--- config.mk ---
export PLATFORM = sky130hd
export DESIGN_NAME = fbpe_regs
export DESIGN_NICKNAME = d
export VERILOG_FILES = /design/src/hdl/fbpe_key_seq.v /design/src/hdl/fbpe_op_timer.v /design/src/hdl/fbpe_regs.v
export VERILOG_INCLUDE_DIRS = /design/src /design/src/hdl
export SDC_FILE = /design/constraint.sdc
export NUM_CORES = 1
export LEC_CHECK = 0
export ABC_CLOCK_PERIOD_IN_PS = 5500
export BUFFER_PORTS_ARGS = -buffer_cell sky130_fd_sc_hd__buf_2
export CORE_ASPECT_RATIO = 1.2
export CORE_MARGIN = 2
export CORE_UTILIZATION = 58
export CTS_CLUSTER_SIZE = 16
export DETAILED_ROUTE_END_ITERATION = 8
export PLACE_DENSITY = 0.87
export SLEW_MARGIN = 20
export SYNTH_ARGS = -nofsm -noshare
export SYNTH_HDL_FRONTEND = slang
export SYNTH_SLANG_ARGS = --single-unit
--- constraint.sdc ---
create_clock -name clk_sys -period 5.5 [get_ports clk_sys]
set_input_delay 0.825 -clock clk_sys [delete_from_list [all_inputs] [get_ports clk_sys]]
set_output_delay 0.825 -clock clk_sys [all_outputs]
set_load 0.01 [all_outputs]
--- src/hdl/fbpe_defines.vh ---
// Purpose: constants for the flash bank program/erase register block
// Assumes: 32-bit word register port, byte offsets
// Notes:   definitions only
`ifndef FBPE_DEFINES_VH
`define FBPE_DEFINES_VH
`define FBPE_OFS_ACR        8'h00
`define FBPE_OFS_KEY        8'h04
`define FBPE_OFS_OPTKEY     8'h08
`define FBPE_OFS_SR         8'h0c
`define FBPE_OFS_CR         8'h10
`define FBPE_OFS_AR         8'h14
`define FBPE_ACR_RESET      32'h00000030
`define FBPE_SR_RESET       32'h00000000
`define FBPE_CR_RESET       32'h00000080
`define FBPE_AR_RESET       32'h00000000
`define FBPE_ACR_PFE_RESET  1'b1
`define FBPE_ACR_HLF_RESET  1'b0
`define FBPE_ACR_LAT_MSB    2
`define FBPE_ACR_HLF        3
`define FBPE_ACR_PFE        4
`define FBPE_ACR_PFA        5
`define FBPE_SR_BUSY        0
`define FBPE_SR_NOT_ERASED_ERROR_FLAG       2
`define FBPE_SR_WPERR       4
`define FBPE_SR_DONE        5
`define FBPE_CR_PG          0
`define FBPE_CR_PER         1
`define FBPE_CR_MER         2
`define FBPE_CR_OPTION_PROGRAM_SELECT       4
`define FBPE_CR_OPTION_ERASE_SELECT       5
`define FBPE_CR_START_TRIGGER        6
`define FBPE_CR_LOCK        7
`define FBPE_CR_OPTION_WRITE_ENABLE      9
`define FBPE_CR_ERROR_IRQ_ENABLE       10
`define FBPE_CR_DONEIE      12
`define FBPE_KEY1_DEFAULT   32'h11112222
`define FBPE_KEY2_DEFAULT   32'h33334444
`define FBPE_ERASED_HALF    16'hffff
`define FBPE_OP_CYCLES      16'h0010
`endif

--- src/hdl/fbpe_key_seq.v ---
// Purpose: two-word unlock key sequence detector
// Assumes: key_wr is a one-cycle strobe
// Notes:   a wrong word while armed jams the detector until reset
`timescale 1ns/1ps
module fbpe_key_seq #(
  parameter [31:0] KEY1 = 32'h11112222,
  parameter [31:0] KEY2 = 32'h33334444
) (
  // clock and reset
  input  wire        clk_sys,
  input  wire        rst_n,
  // key writes
  input  wire        key_wr,
  input  wire [31:0] key_data,
  input  wire        arm,
  // result
  output reg         unlock_pulse,
  output reg         jammed_reg
);
  reg got_first_reg;
  always @(posedge clk_sys or negedge rst_n) begin
    if (!rst_n) begin
      got_first_reg <= 1'b0;
      jammed_reg    <= 1'b0;
      unlock_pulse  <= 1'b0;
    end else begin
      unlock_pulse <= 1'b0;
      if (key_wr && arm && !jammed_reg) begin
        if (!got_first_reg && key_data == KEY1) begin
          got_first_reg <= 1'b1;
        end else if (got_first_reg && key_data == KEY2) begin
          got_first_reg <= 1'b0;
          unlock_pulse  <= 1'b1;
        end else begin
          // stays jammed so brute force needs a reset per try
          got_first_reg <= 1'b0;
          jammed_reg    <= 1'b1;
        end
      end else if (key_wr && !arm) begin
        got_first_reg <= 1'b0;
      end
    end
  end
endmodule // fbpe_key_seq

--- src/hdl/fbpe_op_timer.v ---
// Purpose: counts the duration of a program or erase operation
// Assumes: start is a one-cycle pulse
// Notes:   length is a parameter so simulation can shorten it
`timescale 1ns/1ps
module fbpe_op_timer #(
  parameter [15:0] CYCLES = 16'h0010
) (
  // clock and reset
  input  wire clk_sys,
  input  wire rst_n,
  // control
  input  wire start,
  // status
  output reg  running_reg,
  output reg  finish_pulse
);
  reg [15:0] count_reg;
  always @(posedge clk_sys or negedge rst_n) begin
    if (!rst_n) begin
      count_reg    <= 16'h0000;
      running_reg  <= 1'b0;
      finish_pulse <= 1'b0;
    end else begin
      finish_pulse <= 1'b0;
      if (start && !running_reg) begin
        count_reg   <= CYCLES;
        running_reg <= 1'b1;
      end else if (running_reg) begin
        if (count_reg <= 16'h0001) begin
          running_reg  <= 1'b0;
          finish_pulse <= 1'b1;
        end
        count_reg <= count_reg - 16'h0001;
      end
    end
  end
endmodule // fbpe_op_timer

--- src/hdl/fbpe_regs.v ---
// Purpose: register file and sequencer of the flash bank program/erase
//          controller
// Assumes: word-only accesses on a plain strobe port; flash array
//          answers protection and erased-state queries combinationally
// Notes:   read data are registered and valid the cycle after rd_en
//
// Implementation choice: the strobed register port.
`timescale 1ns/1ps
`include "fbpe_defines.vh"
// Functional notes
// - all register accesses are full words
// - read/clear bits clear on written one
// - read/set bits set on written one
// - access reset 0x30, prefetch enable and status
// - access bit 3 enables half cycle
// - key registers write-only, read as zero
// - option key sequence sets option write enable
// - software may clear option write enable
// - done flag bit 5, clear by one
// - protect flag bit 4, clear by one
// - not-erased flag bit 2, clear by one
// - busy is read-only, follows the operation
// - done interrupt gated by bit 12
// - error interrupt gated by bit 10
// - lock resets set, software sets only
// - failed unlock keeps lock until reset
// - start set by software, cleared with busy
// - bits 5 and 4 select option operations
// - bits 2 and 1 select mass/page erase
// - address register, writes blocked while busy
module fbpe_regs #(
  parameter [31:0] KEY1     = `FBPE_KEY1_DEFAULT,
  parameter [31:0] KEY2     = `FBPE_KEY2_DEFAULT,
  parameter [15:0] OP_TICKS = `FBPE_OP_CYCLES
) (
  // clock and reset
  input  wire        clk_sys,
  input  wire        rst_n,
  // register port
  input  wire [7:0]  addr,
  input  wire [31:0] wr_data,
  input  wire        wr_en,
  input  wire        rd_en,
  output reg  [31:0] rd_data,
  // program write from the bus into the array window
  input  wire        prog_req,
  input  wire [31:0] prog_addr,
  // flash array status
  input  wire        target_protected,
  input  wire [15:0] target_old_data,
  // flash array control
  output reg         op_start,
  output reg  [2:0]  op_kind,
  output reg  [31:0] op_addr,
  output reg         option_write_enable,
  output reg         prefetch_active,
  output reg         half_cycle_enable,
  output reg  [2:0]  wait_states,
  // interrupts
  output reg         done_irq,
  output reg         error_irq
);
  localparam ST_IDLE = 3'b001;
  localparam ST_BUSY = 3'b010;
  localparam ST_END  = 3'b100;

  reg [2:0]  state_reg;
  reg        prefetch_enable_reg;
  reg        half_cycle_reg;
  reg [2:0]  latency_reg;
  reg        op_done_flag_reg;
  reg        protect_violation_flag_reg;
  reg        not_erased_error_flag_reg;
  reg        pg_reg;
  reg        page_erase_select_reg;
  reg        mass_erase_select_reg;
  reg        option_program_select_reg;
  reg        option_erase_select_reg;
  reg        start_trigger_reg;
  reg        lock_reg;
  reg        opt_we_reg;
  reg        error_irq_enable_reg;
  reg        done_irq_enable_reg;
  reg [31:0] target_address_reg;
  reg        launch_reg;
  reg [31:0] rd_next;

  wire op_in_progress = (state_reg != ST_IDLE);
  wire wr_acr    = wr_en && addr == `FBPE_OFS_ACR;
  wire wr_key    = wr_en && addr == `FBPE_OFS_KEY;
  wire wr_optkey = wr_en && addr == `FBPE_OFS_OPTKEY;
  wire wr_sr     = wr_en && addr == `FBPE_OFS_SR;
  wire wr_cr     = wr_en && addr == `FBPE_OFS_CR && !lock_reg;
  wire wr_cr_any = wr_en && addr == `FBPE_OFS_CR;
  wire wr_ar     = wr_en && addr == `FBPE_OFS_AR;
  wire unlock_pulse;
  wire key_jammed;
  wire opt_unlock_pulse;
  wire opt_jammed;
  wire timer_running;
  wire timer_finish;
  wire prog_go = prog_req && pg_reg && !lock_reg && !op_in_progress;

  fbpe_key_seq #(.KEY1(KEY1), .KEY2(KEY2)) u_main_key (
    .clk_sys      (clk_sys),
    .rst_n        (rst_n),
    .key_wr       (wr_key),
    .key_data     (wr_data),
    .arm          (lock_reg),
    .unlock_pulse (unlock_pulse),
    .jammed_reg   (key_jammed)
  );

  fbpe_key_seq #(.KEY1(KEY1), .KEY2(KEY2)) u_opt_key (
    .clk_sys      (clk_sys),
    .rst_n        (rst_n),
    .key_wr       (wr_optkey),
    .key_data     (wr_data),
    .arm          (!lock_reg),
    .unlock_pulse (opt_unlock_pulse),
    .jammed_reg   (opt_jammed)
  );

  fbpe_op_timer #(.CYCLES(OP_TICKS)) u_timer (
    .clk_sys      (clk_sys),
    .rst_n        (rst_n),
    .start        (launch_reg),
    .running_reg  (timer_running),
    .finish_pulse (timer_finish)
  );

  // access control register
  always @(posedge clk_sys or negedge rst_n) begin
    if (!rst_n) begin
      prefetch_enable_reg <= `FBPE_ACR_PFE_RESET;
      half_cycle_reg      <= `FBPE_ACR_HLF_RESET;
      latency_reg         <= 3'h0;
    end else if (wr_acr) begin
      prefetch_enable_reg <= wr_data[`FBPE_ACR_PFE];
      half_cycle_reg      <= wr_data[`FBPE_ACR_HLF];
      latency_reg         <= wr_data[`FBPE_ACR_LAT_MSB:0];
    end
  end

  // control register and sequencer
  always @(posedge clk_sys or negedge rst_n) begin
    if (!rst_n) begin
      state_reg                  <= ST_IDLE;
      pg_reg                     <= 1'b0;
      page_erase_select_reg      <= 1'b0;
      mass_erase_select_reg      <= 1'b0;
      option_program_select_reg  <= 1'b0;
      option_erase_select_reg    <= 1'b0;
      start_trigger_reg          <= 1'b0;
      lock_reg                   <= 1'b1;
      opt_we_reg                 <= 1'b0;
      error_irq_enable_reg       <= 1'b0;
      done_irq_enable_reg        <= 1'b0;
      target_address_reg         <= `FBPE_AR_RESET;
      op_done_flag_reg           <= 1'b0;
      protect_violation_flag_reg <= 1'b0;
      not_erased_error_flag_reg  <= 1'b0;
      launch_reg                 <= 1'b0;
    end else begin
      launch_reg <= 1'b0;
      // status: clears first so a same-cycle hardware set wins
      if (wr_sr) begin
        if (wr_data[`FBPE_SR_DONE])
          op_done_flag_reg <= 1'b0;
        if (wr_data[`FBPE_SR_WPERR])
          protect_violation_flag_reg <= 1'b0;
        if (wr_data[`FBPE_SR_NOT_ERASED_ERROR_FLAG])
          not_erased_error_flag_reg <= 1'b0;
      end
      if (wr_cr_any && wr_data[`FBPE_CR_LOCK])
        lock_reg <= 1'b1;
      else if (unlock_pulse)
        lock_reg <= 1'b0;
      if (opt_unlock_pulse)
        opt_we_reg <= 1'b1;
      else if (wr_cr && !wr_data[`FBPE_CR_OPTION_WRITE_ENABLE])
        opt_we_reg <= 1'b0;
      if (wr_cr) begin
        pg_reg                    <= wr_data[`FBPE_CR_PG];
        page_erase_select_reg     <= wr_data[`FBPE_CR_PER];
        mass_erase_select_reg     <= wr_data[`FBPE_CR_MER];
        option_program_select_reg <= wr_data[`FBPE_CR_OPTION_PROGRAM_SELECT];
        option_erase_select_reg   <= wr_data[`FBPE_CR_OPTION_ERASE_SELECT];
        error_irq_enable_reg      <= wr_data[`FBPE_CR_ERROR_IRQ_ENABLE];
        done_irq_enable_reg       <= wr_data[`FBPE_CR_DONEIE];
      end
      if (wr_ar && !op_in_progress)
        target_address_reg <= wr_data;
      case (state_reg)
        ST_IDLE: begin
          if (wr_cr && wr_data[`FBPE_CR_START_TRIGGER]) begin
            start_trigger_reg <= 1'b1;
            state_reg         <= ST_BUSY;
            launch_reg        <= 1'b1;
          end else if (prog_go) begin
            target_address_reg <= prog_addr;
            if (target_protected) begin
              protect_violation_flag_reg <= 1'b1;
            end else if (target_old_data != `FBPE_ERASED_HALF) begin
              not_erased_error_flag_reg <= 1'b1;
            end else begin
              state_reg  <= ST_BUSY;
              launch_reg <= 1'b1;
            end
          end
        end
        ST_BUSY: begin
          if (timer_finish)
            state_reg <= ST_END;
        end
        ST_END: begin
          op_done_flag_reg  <= 1'b1;
          start_trigger_reg <= 1'b0;
          state_reg         <= ST_IDLE;
        end
        default: begin
          state_reg <= ST_IDLE;
        end
      endcase
    end
  end

  // read mux; keys always read as zero
  always @* begin
    rd_next = 32'h00000000;
    case (addr)
      `FBPE_OFS_ACR: begin
        rd_next[`FBPE_ACR_PFA]       = prefetch_active;
        rd_next[`FBPE_ACR_PFE]       = prefetch_enable_reg;
        rd_next[`FBPE_ACR_HLF]       = half_cycle_reg;
        rd_next[`FBPE_ACR_LAT_MSB:0] = latency_reg;
      end
      `FBPE_OFS_KEY: begin
        rd_next = 32'h00000000;
      end
      `FBPE_OFS_OPTKEY: begin
        rd_next = 32'h00000000;
      end
      `FBPE_OFS_SR: begin
        rd_next[`FBPE_SR_DONE]  = op_done_flag_reg;
        rd_next[`FBPE_SR_WPERR] = protect_violation_flag_reg;
        rd_next[`FBPE_SR_NOT_ERASED_ERROR_FLAG] = not_erased_error_flag_reg;
        rd_next[`FBPE_SR_BUSY]  = op_in_progress;
      end
      `FBPE_OFS_CR: begin
        rd_next[`FBPE_CR_PG]     = pg_reg;
        rd_next[`FBPE_CR_PER]    = page_erase_select_reg;
        rd_next[`FBPE_CR_MER]    = mass_erase_select_reg;
        rd_next[`FBPE_CR_OPTION_PROGRAM_SELECT]  = option_program_select_reg;
        rd_next[`FBPE_CR_OPTION_ERASE_SELECT]  = option_erase_select_reg;
        rd_next[`FBPE_CR_START_TRIGGER]   = start_trigger_reg;
        rd_next[`FBPE_CR_LOCK]   = lock_reg;
        rd_next[`FBPE_CR_OPTION_WRITE_ENABLE] = opt_we_reg;
        rd_next[`FBPE_CR_ERROR_IRQ_ENABLE]  = error_irq_enable_reg;
        rd_next[`FBPE_CR_DONEIE] = done_irq_enable_reg;
      end
      `FBPE_OFS_AR: begin
        rd_next = target_address_reg;
      end
      default: begin
        rd_next = 32'h00000000;
      end
    endcase
  end

  // registered outputs
  always @(posedge clk_sys or negedge rst_n) begin
    if (!rst_n) begin
      rd_data             <= 32'h00000000;
      op_start            <= 1'b0;
      op_kind             <= 3'h0;
      op_addr             <= 32'h00000000;
      option_write_enable <= 1'b0;
      prefetch_active     <= 1'b1;
      half_cycle_enable   <= 1'b0;
      wait_states         <= 3'h0;
      done_irq            <= 1'b0;
      error_irq           <= 1'b0;
    end else begin
      if (rd_en)
        rd_data <= rd_next;
      else
        rd_data <= 32'h00000000;
      op_start <= launch_reg;
      // kind: 0 program, 1 page, 2 mass, 3 opt program, 4 opt erase
      if (launch_reg) begin
        op_addr <= target_address_reg;
        if (option_erase_select_reg)
          op_kind <= 3'h4;
        else if (option_program_select_reg)
          op_kind <= 3'h3;
        else if (mass_erase_select_reg)
          op_kind <= 3'h2;
        else if (page_erase_select_reg)
          op_kind <= 3'h1;
        else
          op_kind <= 3'h0;
      end
      option_write_enable <= opt_we_reg;
      // prefetch switch is only taken while the array is idle
      if (!timer_running)
        prefetch_active <= prefetch_enable_reg;
      half_cycle_enable <= half_cycle_reg;
      wait_states       <= latency_reg;
      done_irq  <= done_irq_enable_reg && op_done_flag_reg;
      error_irq <= error_irq_enable_reg &&
                   (not_erased_error_flag_reg ||
                    protect_violation_flag_reg);
    end
  end
endmodule // fbpe_regs

# After elaboration in Yosys (flattened, before gate mapping)
# Index checks and enable logic that the tools add are counted.
# totals
elab_cells	184
register_bits	154
# op_classes
mux	73
reduce_logical	50
n_bitwise	4
n_addsub	1
eq_ne	17
n_lt_le_gt_ge	1
# op_table
operator	n
32-bit two-way mux	5
1-bit two-way mux	47
32-bit by 29-bit equality test with 1-bit output (second input constant)	1
32-bit by 30-bit equality test with 1-bit output (second input constant)	1
16-bit two-way mux	2
1-bit logical AND	27
19-bit two-way mux	1
3-bit two-way mux	6
8-bit by 4-bit equality test with 1-bit output (second input constant)	2
8-bit by 5-bit equality test with 1-bit output (second input constant)	2
16-bit by 1-bit <= comparator with 1-bit output (second input constant)	1
16-bit != test (second input constant)	1
2-bit nonzero test	8
16-bit by 1-bit subtractor with 16-bit output (second input constant)	1
3-bit != test (second input constant)	3
8-bit by 3-bit equality test with 1-bit output (second input constant)	1
1-bit logical NOT	8
8-bit logical NOT	1
1-bit one-hot mux with 4 select lines	2
2-bit one-hot mux with 2 select lines	2
2-bit one-hot mux with 4 select lines	1
1-bit one-hot mux with 2 select lines	3
3-bit one-hot mux with 2 select lines	1
3-bit AND reduction	2
12 further kinds	17

# Depth between registers and ports, before layout
# logic_depth
ltp_word	8
mapped_depth	6
mapped_depth_nobuf	6

# Cells and area by module
# From an unflattened synthesis, not the netlist that was laid out.
# hier_totals
cells_unflattened	522
hier_area_um2	7151.9
# modules_own_cells
mod	area_per_inst_um2	cells_per_inst	n_inst
fbpe_regs	5667.9	370	1
fbpe_op_timer	925.9	90	1
fbpe_key_seq	279.0	31	2

# Worst setup path before layout
# No wires, ideal clock.
# synth_path
path_type	input -> register
start	in addr[5]
end	reg target_address_reg[10]
setup_slack_ns	3.233
t_arrival_ns	2.142
stages	6
path_buffers	2
path_cell_list	nor3_1 buf_2 nand4_2 o21ai_4 buf_6 mux2_4
# synth_between
elab_chain_cells	7
elab_cells_between_ends	11
# synth_lines
element	line	source
start, declared	fbpe_regs.v:40	input wire [7:0] addr,
8-bit by 5-bit equality test with 1-bit output	n/a	
1-bit logical AND (no line)	n/a	
1-bit logical AND	fbpe_regs.v:192	if (wr_ar && !op_in_progress)
32-bit two-way mux	fbpe_regs.v:192	
32-bit two-way mux	fbpe_regs.v:200	end else if (prog_go) begin
32-bit two-way mux	fbpe_regs.v:196	if (wr_cr && wr_data[`FBPE_CR_START_TRIGGER]) begin
32-bit two-way mux *	fbpe_regs.v:194	case (state_reg)
end signal, assigned	fbpe_regs.v:159	target_address_reg <= `FBPE_AR_RESET;
end signal, assigned	fbpe_regs.v:193	target_address_reg <= wr_data;
end signal, assigned	fbpe_regs.v:201	target_address_reg <= prog_addr;
end, declared	fbpe_regs.v:84	reg [31:0] target_address_reg;
# Every way passes the cells marked *; elsewhere a longest branch is shown, timed or not.
# A chain may end at the register's enable or synchronous reset.

# Worst setup path in the final report
# layout_path
start	in addr[5]
end	reg target_address_reg[31]
# Same word-level chain as after synthesis.

==> reports/metrics.cfg <==
[run_status]
status = finished clean

[setup_path]
regToRegStartpoint = state_reg[0]
r2r-end = target_address_reg[20]
required_ns = 5.79
critPathMaxFanout = 18
critPathKind = in2reg
r2r_slack_ns = 3.19
start_kind = input port
crit_path_end_kind = flop
crit_arrival_ns = 3.11
r2r_cells = 4

[timing]
clock_skew_ns = 0.008368
finalHoldViolations = 0
fin_crit_sh_pct = 51.20
relSlewSlack_pct = 42.12
setup_tns_ns = 0
slew_viol_final = 0
worst_slew_pin_slew_ns = 0.8682
rsz0062_at_grt = false
fmax_ghz = 0.3551
layout_min_cycle_time_ns = 2.816
finalSetupViolations = 0

[worst_hold_path]
hp-class = reg2reg
min_delay_path_depth = 0
worstHoldStart = latency_reg[1]
min_to = wait_states[1]

[layout]
drive_gt1_share_pct = 48.71
syn_to_final_growth_pct = 22.31
utilization_pct = 72.88
antenna_cells = 0
fillers = 780
finalNetCount = 779

[logic_synthesis]
synth-compound-area-share_pct = 6.825
synthTopCellsByArea = dfrtp_1 54%, mux2_2 14%, mux2_4 5.9%
synth.yosys.seq_area_share_pct = 55.98
syn_area_per_cell_sq_um = 13.41
synth_top_cell_by_area = dfrtp_1
synth_top_family_by_area = multiplexers
ys_ff_latch = 154
synth_ff_type = dfrtp_1
yosys.area_share.adder_pct = 0.3630
yosysWarnings = 0
synth-simple-area-share_pct = 13.36
synth_edf_count = 0
synthCells = 514
synth.net_count = 610
synth_top_area_share_pct = 54.46
synth_xor_area_share_pct = 0.2541
synth_cell_types = 66
synthArstFlopShare_pct = 100.0
synth_area_sq_um = 6893
synth_mux_area_share_pct = 20.68

[pwr]
powerDensity_nw_per_um2 = 283.9
p_leak_nw = 4.552
ir_worst_vdd_mv = 0.1726

[global_routing]
grt_max_degree = 101
antenna_found_initial = 0
grt_pass1_wl_um = 27230
grt_pass1_vias = 5225
grt.overflow.total = 0
grt_use_total_pct = 27.92

[detailed_routing]
ant_nets = 0
drt-initial-drc-count = 372
vias = 5150
viasPerCell = 6.038
first_pass_iters = 5
finalWirelength_um = 17220
drc = 0
post_drt_wl_per_cell_um = 20.19

[floorplan]
die_h_um = 123.4
die_x_um = 103.5
dieArea_sq_um = 12780
io_pins = 170
initial_utilization_pct = 59.59
coreArea_sq_um = 11570
rows = 43

[placement]
io_buffers = 169
routabilityCongestion = 0.8973
dp_hpwl_um = 12130

[clocking]
cts_buffer_depth = 2
cts.clk_slew.worst_paths_ns = 0.06
hold_buffers = 0
cts.sinks = 154
cts_buffers = 17
clk_latency_ns = 0.42
postCtsSetupRepairBufs = 0
cts-htree-levels = 4
root_buffer = clkbuf_16
cts_resized = 0
cts_tree = yes

[run]
cap_violations = 0

-- final cells by class --
| class | instances | area, sq um | area share (%) |
|---|---|---|---|
| clock buffers | 21 | 470.5 | 5.580 |
| inverters | 12 | 45.04 | 0.5343 |
| repair buffers | 173 | 882.1 | 10.46 |
| flip-flops and latches | 154 | 3859 | 45.77 |
| multi-input cells | 325 | 2859 | 33.91 |
| well taps | 157 | 196.4 | 2.330 |
| clock inverters | 11 | 118.9 | 1.410 |
-- power by group --
part,switching [W],internal (W)
sequential,0.00000342,0.00114
clock,0.000448,0.000703
combinational,0.0000634,0.0000374
total,0.000515,0.00188
-- cells by family (layout without fill, tap and decap cells) --
kind of cell | count (synthesis) | count (layout)
AO/OA/AOI/OAI | 63 | 63
XOR/XNOR | 2 | 2
flip-flops | 154 | 154
AND/OR/NAND/NOR | 140 | 140
multiplexers | 118 | 118
buffers and inverters | 35 | 217
adder cells (fa/ha/maj) | 2 | 2
-- cells in the final DEF, fill, tap and decap left out, drive strengths merged, types with 4 or more instances in the layout --
cell type  instances
dfstp              4
nor3               5
clkinv             7
mux2i              4
o311ai             5
nand4             16
o31ai              6
nand2b             4
o21ai             17
and3              23
nand3              8
clkbuf            21
nor2b              6
nor4b              4
mux2             114
nor4bb             5
nor4               8
nand2             17
buf              173
dfrtp            150
inv               13
nor2              19
a22o               8
o41ai              6
-- per-stage QoR --
step	power, W	hold WS (ns)	setup slack, ns	std cells	cell area (sq um)
after floorplan	0.001184	0.3519	3.233	514	6893
after global routing	0.002471	0.4302	2.614	853	8431
after global placement	0.001258	0.3930	2.296	821	7841
final	0.002394	0.4111	2.684	853	8431
after CTS	0.002409	0.4131	2.713	853	8431
after detailed placement	0.001262	0.4028	2.274	821	7841
-- critical path, stage by stage --
cell	delay [ns]
buf_2	0.11
nor3_1	0.28
buf_4	0.25
nand4_2	0.16
o21ai_4	0.66
buf_4	0.43
mux2_2	0.37
-- metal layers --
layer  track usage [%]  routed length (um)  up-vias
met1             34.00                6568     2569
met5                 0                   0        -
li1                  -                   -     2265
met3             6.906                1325       33
met4             10.47                 403        0
met2             48.76                8923      283
-- synth_stat cells, types with 8 or more instances --
master      n
dfrtp_1   150
mux2_2     87
mux2_4     27
and3_1     23
nor2_1     19
nand2_1    17
o21ai_0    16
nand4_1    14
inv_1      12
clkbuf_1   10
a22o_1      8
nand3_1     8
-- how the worst max path moves through the flow --
stage	startpoint	slack, ns	end
finish	addr[5]	2.68	target_address_reg[31]
global route	addr[5]	2.61	target_address_reg[31]
CTS	addr[5]	2.71	target_address_reg[31]
detailed placement	addr[5]	2.27	target_address_reg[31]
global placement	addr[5]	2.30	target_address_reg[31]
floorplan	addr[5]	3.23	target_address_reg[10]
(Power assumes the default switching activity.)
